File: src/rtl/area_timing_params.svh
`ifndef AREA_TIMING_PARAMS_SVH
`define AREA_TIMING_PARAMS_SVH

// register byte offsets on the AXI4-Lite port
`define OFS_WAIT_TIMING_CTRL 8'h00
`define OFS_ACCESS_STATUS 8'h04
`define OFS_ACCESS_LENGTH 8'h08

// fields of area_wait_timing_control
`define FLD_WRITE_WAIT_HI 18
`define FLD_WRITE_WAIT_LO 16
`define FLD_SETUP_HI 12
`define FLD_SETUP_LO 11
`define FLD_READ_WAIT_HI 10
`define FLD_READ_WAIT_LO 7
`define FLD_WAIT_IGNORE 6
`define FLD_HOLD_HI 1
`define FLD_HOLD_LO 0

// bits software may change; everything else reads as zero
`define CTRL_WRITABLE_MASK 32'h0007_1fc3
`define CTRL_RESET_VALUE 32'h0000_0500

// fields of the status register
`define STAT_BUSY 0
`define STAT_EXT_STRETCH 1
`define STAT_RDATA_LO 16

// timing in mclk cycles; one bus cycle is two mclk periods
`define HALF_CYCLES_PER_BUS_CYCLE 7'h02
`define EXT_WAIT_EXTEND_LOAD 7'h01

// AXI responses
`define RESP_OKAY 2'b00
`define RESP_SLVERR 2'b10

`endif

File: src/rtl/area_timing_pkg.sv
package area_timing_pkg;

  typedef enum logic [2:0] {
    ST_IDLE,
    ST_SETUP,
    ST_STROBE,
    ST_HOLD
  } access_state_t;

  typedef logic [1:0] delay_sel_t;
  typedef logic [3:0] read_wait_code_t;
  typedef logic [2:0] write_wait_code_t;
  typedef logic [4:0] wait_cycles_t;
  typedef logic [6:0] half_count_t;

endpackage

File: src/rtl/axil_reg_port.sv
`timescale 1ns/10ps
`default_nettype none
`include "area_timing_params.svh"

module axil_reg_port (
  input wire logic mclk,
  input wire logic reset,
  input wire logic s_axi_awvalid,
  output logic s_axi_awready,
  input wire logic [7:0] s_axi_awaddr,
  input wire logic s_axi_wvalid,
  output logic s_axi_wready,
  input wire logic [31:0] s_axi_wdata,
  input wire logic [3:0] s_axi_wstrb,
  output logic s_axi_bvalid,
  input wire logic s_axi_bready,
  output logic [1:0] s_axi_bresp,
  input wire logic s_axi_arvalid,
  output logic s_axi_arready,
  input wire logic [7:0] s_axi_araddr,
  output logic s_axi_rvalid,
  input wire logic s_axi_rready,
  output logic [31:0] s_axi_rdata,
  output logic [1:0] s_axi_rresp,
  output logic wr_en,
  output logic [7:0] wr_addr,
  output logic [31:0] wr_data,
  output logic [3:0] wr_strb,
  input wire logic wr_hit,
  output logic [7:0] rd_addr,
  input wire logic [31:0] rd_data,
  input wire logic rd_hit
);

  logic aw_have_q;
  logic w_have_q;
  logic [7:0] awaddr_q;
  logic [31:0] wdata_q;
  logic [3:0] wstrb_q;
  logic bvalid_q;
  logic [1:0] bresp_q;
  logic rvalid_q;
  logic [31:0] rdata_q;
  logic [1:0] rresp_q;

  wire aw_take = s_axi_awvalid && !aw_have_q && !bvalid_q;
  wire w_take = s_axi_wvalid && !w_have_q && !bvalid_q;
  wire do_write = aw_have_q && w_have_q && !bvalid_q;
  wire ar_take = s_axi_arvalid && !rvalid_q;

  assign s_axi_awready = !aw_have_q && !bvalid_q;
  assign s_axi_wready = !w_have_q && !bvalid_q;
  assign s_axi_bvalid = bvalid_q;
  assign s_axi_bresp = bresp_q;
  assign s_axi_arready = !rvalid_q;
  assign s_axi_rvalid = rvalid_q;
  assign s_axi_rdata = rdata_q;
  assign s_axi_rresp = rresp_q;
  assign wr_en = do_write;
  assign wr_addr = awaddr_q;
  assign wr_data = wdata_q;
  assign wr_strb = wstrb_q;
  assign rd_addr = s_axi_araddr;

  always_ff @(posedge mclk) begin
    if (reset) begin
      aw_have_q <= 1'b0;
      w_have_q <= 1'b0;
      awaddr_q <= 8'h00;
      wdata_q <= 32'h0000_0000;
      wstrb_q <= 4'h0;
      bvalid_q <= 1'b0;
      bresp_q <= `RESP_OKAY;
    end else begin
      if (aw_take) begin
        aw_have_q <= 1'b1;
        awaddr_q <= s_axi_awaddr;
      end
      if (w_take) begin
        w_have_q <= 1'b1;
        wdata_q <= s_axi_wdata;
        wstrb_q <= s_axi_wstrb;
      end
      if (do_write) begin
        aw_have_q <= 1'b0;
        w_have_q <= 1'b0;
        bvalid_q <= 1'b1;
        bresp_q <= wr_hit ? `RESP_OKAY : `RESP_SLVERR;
      end else if (bvalid_q && s_axi_bready) begin
        bvalid_q <= 1'b0;
      end
    end
  end

  // read data is sampled at the address handshake, answered one cycle later
  always_ff @(posedge mclk) begin
    if (reset) begin
      rvalid_q <= 1'b0;
      rdata_q <= 32'h0000_0000;
      rresp_q <= `RESP_OKAY;
    end else if (ar_take) begin
      rvalid_q <= 1'b1;
      rdata_q <= rd_hit ? rd_data : 32'h0000_0000;
      rresp_q <= rd_hit ? `RESP_OKAY : `RESP_SLVERR;
    end else if (rvalid_q && s_axi_rready) begin
      rvalid_q <= 1'b0;
    end
  end

endmodule // axil_reg_port

`default_nettype wire

File: src/rtl/area_access_wait_timing.sv
`timescale 1ns/10ps
`default_nettype none
`include "area_timing_params.svh"

module area_access_wait_timing
  import area_timing_pkg::*;
(
  input wire logic mclk,
  input wire logic reset,
  input wire logic s_axi_awvalid,
  output logic s_axi_awready,
  input wire logic [7:0] s_axi_awaddr,
  input wire logic s_axi_wvalid,
  output logic s_axi_wready,
  input wire logic [31:0] s_axi_wdata,
  input wire logic [3:0] s_axi_wstrb,
  output logic s_axi_bvalid,
  input wire logic s_axi_bready,
  output logic [1:0] s_axi_bresp,
  input wire logic s_axi_arvalid,
  output logic s_axi_arready,
  input wire logic [7:0] s_axi_araddr,
  output logic s_axi_rvalid,
  input wire logic s_axi_rready,
  output logic [31:0] s_axi_rdata,
  output logic [1:0] s_axi_rresp,
  input wire logic acc_req,
  input wire logic acc_write,
  input wire logic [23:0] acc_addr,
  input wire logic [15:0] acc_wdata,
  output logic acc_ready,
  output logic acc_done,
  output logic [15:0] acc_rdata,
  output logic bus_clk,
  output logic [23:0] ext_addr,
  output logic area_select_n,
  output logic read_strobe_n,
  output logic write_strobe_n,
  output logic [15:0] ext_data_out,
  output logic ext_data_oe,
  input wire logic [15:0] ext_data_in,
  input wire logic ext_wait_n
);

  access_state_t state_q, state_d;
  logic [31:0] ctrl_q;
  half_count_t cnt_q;
  logic bus_clk_q;
  logic ready_q;
  logic done_q;
  logic [15:0] rdata_q;
  logic [23:0] addr_q;
  logic sel_n_q;
  logic rd_n_q;
  logic wr_n_q;
  logic [15:0] dout_q;
  logic oe_q;
  logic is_write_q;
  logic stretch_q;
  logic [15:0] length_q;
  logic [15:0] length_run_q;
  // timing snapshot so a register write mid-access cannot tear a cycle
  delay_sel_t hold_sel_q;
  wait_cycles_t waits_q;
  logic ignore_q;

  logic wr_en;
  logic [7:0] wr_addr;
  logic [31:0] wr_data;
  logic [3:0] wr_strb;
  logic [7:0] rd_addr;
  logic wr_hit;
  logic rd_hit;
  logic [31:0] rd_data;

  axil_reg_port u_port (
    .mclk(mclk),
    .reset(reset),
    .s_axi_awvalid(s_axi_awvalid),
    .s_axi_awready(s_axi_awready),
    .s_axi_awaddr(s_axi_awaddr),
    .s_axi_wvalid(s_axi_wvalid),
    .s_axi_wready(s_axi_wready),
    .s_axi_wdata(s_axi_wdata),
    .s_axi_wstrb(s_axi_wstrb),
    .s_axi_bvalid(s_axi_bvalid),
    .s_axi_bready(s_axi_bready),
    .s_axi_bresp(s_axi_bresp),
    .s_axi_arvalid(s_axi_arvalid),
    .s_axi_arready(s_axi_arready),
    .s_axi_araddr(s_axi_araddr),
    .s_axi_rvalid(s_axi_rvalid),
    .s_axi_rready(s_axi_rready),
    .s_axi_rdata(s_axi_rdata),
    .s_axi_rresp(s_axi_rresp),
    .wr_en(wr_en),
    .wr_addr(wr_addr),
    .wr_data(wr_data),
    .wr_strb(wr_strb),
    .wr_hit(wr_hit),
    .rd_addr(rd_addr),
    .rd_data(rd_data),
    .rd_hit(rd_hit)
  );

  // register decode
  assign wr_hit = (wr_addr == `OFS_WAIT_TIMING_CTRL) ||
                  (wr_addr == `OFS_ACCESS_STATUS) ||
                  (wr_addr == `OFS_ACCESS_LENGTH);
  assign rd_hit = (rd_addr == `OFS_WAIT_TIMING_CTRL) ||
                  (rd_addr == `OFS_ACCESS_STATUS) ||
                  (rd_addr == `OFS_ACCESS_LENGTH);
  wire busy = (state_q != ST_IDLE);
  wire [31:0] status_word = {rdata_q, 14'h0000, stretch_q, busy};
  assign rd_data =
    (rd_addr == `OFS_WAIT_TIMING_CTRL) ? ctrl_q :
    (rd_addr == `OFS_ACCESS_STATUS) ? status_word :
    (rd_addr == `OFS_ACCESS_LENGTH) ? {16'h0000, length_q} : 32'h0000_0000;

  wire [31:0] byte_mask = {{8{wr_strb[3]}}, {8{wr_strb[2]}},
                           {8{wr_strb[1]}}, {8{wr_strb[0]}}};
  // reserved bits 5:2 are never stored, so they read back as zero
  wire [31:0] keep_mask = byte_mask & `CTRL_WRITABLE_MASK;
  wire [31:0] ctrl_d = (ctrl_q & ~keep_mask) | (wr_data & keep_mask);
  wire ctrl_we = wr_en && (wr_addr == `OFS_WAIT_TIMING_CTRL);

  // field views of the control register
  wire delay_sel_t setup_sel = ctrl_q[`FLD_SETUP_HI:`FLD_SETUP_LO];
  wire delay_sel_t hold_sel = ctrl_q[`FLD_HOLD_HI:`FLD_HOLD_LO];
  wire read_wait_code_t rw_code =
    ctrl_q[`FLD_READ_WAIT_HI:`FLD_READ_WAIT_LO];
  wire write_wait_code_t ww_code =
    ctrl_q[`FLD_WRITE_WAIT_HI:`FLD_WRITE_WAIT_LO];
  wire ignore_ext = ctrl_q[`FLD_WAIT_IGNORE];

  function automatic wait_cycles_t read_waits(input read_wait_code_t c);
    unique case (c)
      4'h0: read_waits = 5'h00;
      4'h1: read_waits = 5'h01;
      4'h2: read_waits = 5'h02;
      4'h3: read_waits = 5'h03;
      4'h4: read_waits = 5'h04;
      4'h5: read_waits = 5'h05;
      4'h6: read_waits = 5'h06;
      4'h7: read_waits = 5'h08;
      4'h8: read_waits = 5'h0a;
      4'h9: read_waits = 5'h0c;
      4'ha: read_waits = 5'h0e;
      4'hb: read_waits = 5'h12;
      4'hc: read_waits = 5'h18;
      // prohibited codes: longest setting, the safe side for slow parts
      default: read_waits = 5'h18;
    endcase
  endfunction

  wire wait_cycles_t rd_waits = read_waits(rw_code);
  wire wait_cycles_t wr_waits = (ww_code == 3'h0) ? rd_waits :
                                (5'(ww_code) - 5'h01);
  wire wait_cycles_t req_waits = acc_write ? wr_waits : rd_waits;

  // all delays in half bus cycles, i.e. mclk periods; loads are length-1
  wire half_count_t setup_load = {4'h0, setup_sel, 1'b0};
  wire half_count_t hold_load = {4'h0, hold_sel_q, 1'b0};
  wire half_count_t strobe_load = {1'b0, waits_q, 1'b1};

  // ignore bit gates the wait pin whatever the count, zero included
  wire ext_hold_off = !ext_wait_n && !ignore_q;
  wire start = acc_req && ready_q && !bus_clk_q;
  wire cnt_zero = (cnt_q == 7'h00);
  // external wait looked at only once the programmed waits are spent
  wire strobe_end = (state_q == ST_STROBE) && cnt_zero && !ext_hold_off;
  wire strobe_extend = (state_q == ST_STROBE) && cnt_zero &&
                       ext_hold_off;
  wire hold_end = (state_q == ST_HOLD) && cnt_zero;

  always_comb begin
    state_d = state_q;
    unique case (state_q)
      ST_IDLE: begin
        if (start) begin
          state_d = ST_SETUP;
        end
      end
      ST_SETUP: begin
        if (cnt_zero) begin
          state_d = ST_STROBE;
        end
      end
      ST_STROBE: begin
        if (strobe_end) begin
          state_d = ST_HOLD;
        end
      end
      ST_HOLD: begin
        if (hold_end) begin
          state_d = ST_IDLE;
        end
      end
    endcase
  end

  wire half_count_t cnt_d =
    start ? setup_load :
    ((state_q == ST_SETUP) && cnt_zero) ? strobe_load :
    strobe_extend ? `EXT_WAIT_EXTEND_LOAD :
    strobe_end ? hold_load :
    cnt_zero ? 7'h00 : (cnt_q - 7'h01);

  always_ff @(posedge mclk) begin
    if (reset) begin
      ctrl_q <= `CTRL_RESET_VALUE;
    end else if (ctrl_we) begin
      ctrl_q <= ctrl_d;
    end
  end

  always_ff @(posedge mclk) begin
    if (reset) begin
      state_q <= ST_IDLE;
      cnt_q <= 7'h00;
      bus_clk_q <= 1'b0;
    end else begin
      state_q <= state_d;
      cnt_q <= cnt_d;
      bus_clk_q <= ~bus_clk_q;
    end
  end

  always_ff @(posedge mclk) begin
    if (reset) begin
      hold_sel_q <= 2'b00;
      waits_q <= 5'h00;
      ignore_q <= 1'b0;
      is_write_q <= 1'b0;
      addr_q <= 24'h00_0000;
      dout_q <= 16'h0000;
    end else if (start) begin
      hold_sel_q <= hold_sel;
      waits_q <= req_waits;
      ignore_q <= ignore_ext;
      is_write_q <= acc_write;
      addr_q <= acc_addr;
      dout_q <= acc_wdata;
    end
  end

  // pin drive: select and address frame the strobe on both sides
  always_ff @(posedge mclk) begin
    if (reset) begin
      sel_n_q <= 1'b1;
      rd_n_q <= 1'b1;
      wr_n_q <= 1'b1;
      oe_q <= 1'b0;
    end else begin
      if (start) begin
        sel_n_q <= 1'b0;
        oe_q <= acc_write;
      end else if (hold_end) begin
        sel_n_q <= 1'b1;
        oe_q <= 1'b0;
      end
      if ((state_q == ST_SETUP) && cnt_zero) begin
        rd_n_q <= is_write_q;
        wr_n_q <= !is_write_q;
      end else if (strobe_end) begin
        rd_n_q <= 1'b1;
        wr_n_q <= 1'b1;
      end
    end
  end

  // requester handshake and statistics
  always_ff @(posedge mclk) begin
    if (reset) begin
      ready_q <= 1'b1;
      done_q <= 1'b0;
      rdata_q <= 16'h0000;
      stretch_q <= 1'b0;
      length_q <= 16'h0000;
      length_run_q <= 16'h0000;
    end else begin
      done_q <= hold_end;
      if (start) begin
        ready_q <= 1'b0;
        length_run_q <= 16'h0000;
      end else if (hold_end) begin
        ready_q <= 1'b1;
        length_q <= length_run_q + 16'h0001;
      end else if (busy) begin
        length_run_q <= length_run_q + 16'h0001;
      end
      if (strobe_end && !is_write_q) begin
        rdata_q <= ext_data_in;
      end
      // shows a strobe currently held by the external wait pin
      if (strobe_extend) begin
        stretch_q <= 1'b1;
      end else if (strobe_end) begin
        stretch_q <= 1'b0;
      end
    end
  end

  assign acc_ready = ready_q;
  assign acc_done = done_q;
  assign acc_rdata = rdata_q;
  assign bus_clk = bus_clk_q;
  assign ext_addr = addr_q;
  assign area_select_n = sel_n_q;
  assign read_strobe_n = rd_n_q;
  assign write_strobe_n = wr_n_q;
  assign ext_data_out = dout_q;
  assign ext_data_oe = oe_q;

endmodule // area_access_wait_timing

`default_nettype wire

File: config.mk
export PLATFORM = sky130hd
export DESIGN_NAME = area_access_wait_timing
export DESIGN_NICKNAME = d
export VERILOG_FILES = /design/src/rtl/area_timing_pkg.sv /design/src/rtl/axil_reg_port.sv /design/src/rtl/area_access_wait_timing.sv
export VERILOG_INCLUDE_DIRS = /design/src /design/src/rtl
export SDC_FILE = /design/constraint.sdc
export NUM_CORES = 1
export LEC_CHECK = 0
export BUFFER_PORTS_ARGS = -buffer_cell sky130_fd_sc_hd__buf_2
export CAP_MARGIN = 20
export CORE_ASPECT_RATIO = 1.2
export CORE_MARGIN = 2
export CORE_UTILIZATION = 53
export DETAILED_ROUTE_END_ITERATION = 8
export HOLD_SLACK_MARGIN = 0.08
export PLACE_DENSITY = 0.83
export SLEW_MARGIN = 20
export SYNTH_ARGS = -nofsm -noshare
export SYNTH_HDL_FRONTEND = slang
export SYNTH_HIERARCHICAL = 1
export SYNTH_SLANG_ARGS = --single-unit
export TNS_END_PERCENT = 20
File: constraint.sdc
create_clock -name mclk -period 2.8 [get_ports mclk]
set_input_delay 0 -clock mclk [delete_from_list [all_inputs] [get_ports mclk]]
set_output_delay 0 -clock mclk [all_outputs]
set_load 0.005 [all_outputs]
==> summary.txt <==
Detailed routing
  – Drt pass-1 iters: 6
  – Routed wire length: 25100 um
  – DRT iter0 DRCs: 991
  – Final ANT Viol Nets: 0
  – Vias: 8152
  – Wire per inst: 17.2 um
  – Via-to-Cell Ratio: 5.56
  – Drc violations: 0

Critical path
  – CP startpoint kind: flip-flop
  – Crit path capture type: flip-flop
  – WS Path Type: reg2reg
  – CP max FO: 11
  – CP required: 3.15 ns
  – Worst Path Arrival: 3.06 ns

Timing
  – Worst setup margin: 0.0905 ns
  – Final clock skew: 0.0127 ns
  – Post-route minimum period: 2.71 ns
  – Worst-margin pin slew: 0.792 ns
  – Final Hold Vio Count: 0
  – Final Slew Violations: 0
  – RSZ-0062 raised after global routing: no
  – Final setup fails: 0
  – Period Utilization, post-route: 0.968
  – Max_slew headroom: 0.472
  – Setup TNS: 0 ns
  – Peak Freq: 369 MHz

Global route
  – Grt met2 use: 0.517
  – Vias in the first global route: 8003
  – Initial antenna violation count: 3
  – First-pass GRT wire length: 40100 um
  – GR Layer Usage met1: 0.360
  – Pin count of the biggest net entering global routing: 63
  – Gr ovfl total: 0
  – Global route hottest layer: met2
  – All-Layer GR Usage: 0.316
  – Routing usage on met3: 0.0820

Place
  – Dpl ws: 0.262 ns
  – Post-detail-place hpwl: 14000 um
  – Gpl congestion: 0.855
  – Port Buffers: 198
  – Area of placed instances: 8970 um^2

Clocking
  – H-tree Lvls: 4
  – Clock Pin Slew Worst Setup and Hold Paths: 0.07 ns
  – Sink Count: 191
  – CTS tree: done
  – Skew-Pair Late Insertion Delay: 0.44 ns
  – Clock buffer count from CTS: 17
  – Root Buffer: clkbuf_16
  – CTS Buffer Depth: 2

Finish
  – Layout Cell Area excl Fill: 10700 um^2
  – Share of layout cells above drive strength 1: 0.217
  – Nets: 1378
  – Area Overhead vs Synth: 34.3%

Floorplan
  – Die ar.: 16100 um^2
  – Io pins: 222
  – Die W: 116 um
  – Num rows: 49
  – Total core area: 14800 um^2
  – Die Ht: 138 um
  – Initial core utilization: 0.538

Run
  – Max Cap Violations: 0

Synth
  – YS warnings: 6
  – Avg Inst Size Synth: 8.19 um^2
  – Synth Instances: 975
  – Synth Cell Area: 7990 um^2

Pwr
  – Peak supply drop: 433 uV
  – P per Cell Area: 624 nW/um^2
  – Leakage power: 4.51 nW

Status
  – Status: complete, no violations

Worst hold path
  – Worst hold path type: in2reg
placed cells by master, fill, tap and decap left out, types with 4 or more instances in the layout:
cell / n
nor3_1: 7
a211oi_1: 10
nor3b_2: 4
buf_4: 18
buf_2: 197
nand2b_1: 10
dfxtp_1: 191
dlygate4sd3_1: 114
xnor2_1: 11
o211ai_1: 4
and2_1: 21
clkinvlp_4: 4
clkbuf_16: 17
inv_6: 4
a22o_1: 10
nand2_1: 244
nand3_1: 43
xor2_1: 23
inv_1: 17
ha_1: 13
a21oi_1: 132
nand4_1: 5
nor4_1: 4
o21ai_0: 19
nor2_1: 63
mux2i_1: 14
and3_1: 4
metal layers:
| metal | routed length [um] | vias up |
|---|---|---|
| li1 | - | 3771 |
| met1 | 9410 | 3760 |
| met2 | 12100 | 469 |
| met5 | 27 | - |
| met3 | 2060 | 148 |
| met4 | 1590 | 4 |
sequential cells by signal (all words and copies together) (netlist names), 2 cells and up, named ones only:
| register | count |
|---|---|
| u_port/s_axi_rdata | 32 |
| ext_addr | 24 |
| acc_rdata | 16 |
| ext_data_out | 16 |
| length_q | 16 |
| length_run_q | 16 |
| u_port/wr_data | 12 |
| u_port/wr_addr | 8 |
| cnt_q | 7 |
| rd_waits | 5 |
| waits_q | 5 |
| ctrl_q | 4 |
| u_port/wr_strb | 3 |
| hold_sel_q | 2 |
| state_q | 2 |
path summary, 6_finish.rpt:
| path | from | to | slack [ns] | cells past startpoint |
|---|---|---|---|---|
| worst max-delay path | u_port/s_axi_bvalid$_SDFFE_PP0P_ | rd_waits[1]$_DFF_P_ | 0.09 | 9 |
| worst min-delay path | s_axi_araddr[3] | u_port/s_axi_rdata[0]$_SDFFE_PP0P_ | 0.12 | 4 |
| worst max register to register | u_port/s_axi_bvalid$_SDFFE_PP0P_ | rd_waits[1]$_DFF_P_ | 0.09 | 9 |
| worst min register to register | bus_clk$_SDFF_PP0_ | bus_clk$_SDFF_PP0_ | 0.42 | 1 |
through the flow:
step | total power (W) | hold slack [ns] | util | std cells
2_1_floorplan | 0.00380 | 0.136 | - | 976
5_1_grt | 0.00700 | 0.121 | 0.723 | 1465
3_3_place_gp | 0.00409 | 0.241 | 0.604 | 1316
3_5_place_dp | 0.00412 | 0.246 | 0.604 | 1316
6_report | 0.00670 | 0.116 | 0.723 | 1465
4_1_cts | 0.00666 | 0.0915 | 0.722 | 1462
critical path: stages (launching register included):
cell     delay [ns]
dfxtp_1        0.42
and3b_1        0.38
nor3b_2        0.34
nand4_1        0.17
buf_4          0.20
mux2i_2        0.24
nor2_1         0.13
ha_1           0.27
a211o_1        0.30
o22ai_1        0.18
power breakdown:
part	total, W	internal [W]	switching, W
combinational	0.00127	0.000548	0.000721
sequential	0.00299	0.00286	0.000127
clock	0.00244	0.00136	0.00108
repair_timing:
item,CTS,global route
endpoints found under the hold margin,113,0
setup endpoints to repair,0,5
resized for setup,0,2
buffers inserted,0,2
hold buffers,114,0
layout make-up:
| type | count | area (um^2) |
|---|---|---|
| fill | 999 | 4100 |
| clock buffer | 19 | 443 |
| inverter | 17 | 63.8 |
| antenna | 1 | 2.50 |
| sequential | 191 | 3820 |
| tap | 204 | 255 |
| clock inverter | 13 | 155 |
| timing repair buffer | 329 | 2260 |
| multi-input combinational | 691 | 3730 |
Power figures use the tool's default switching activity.
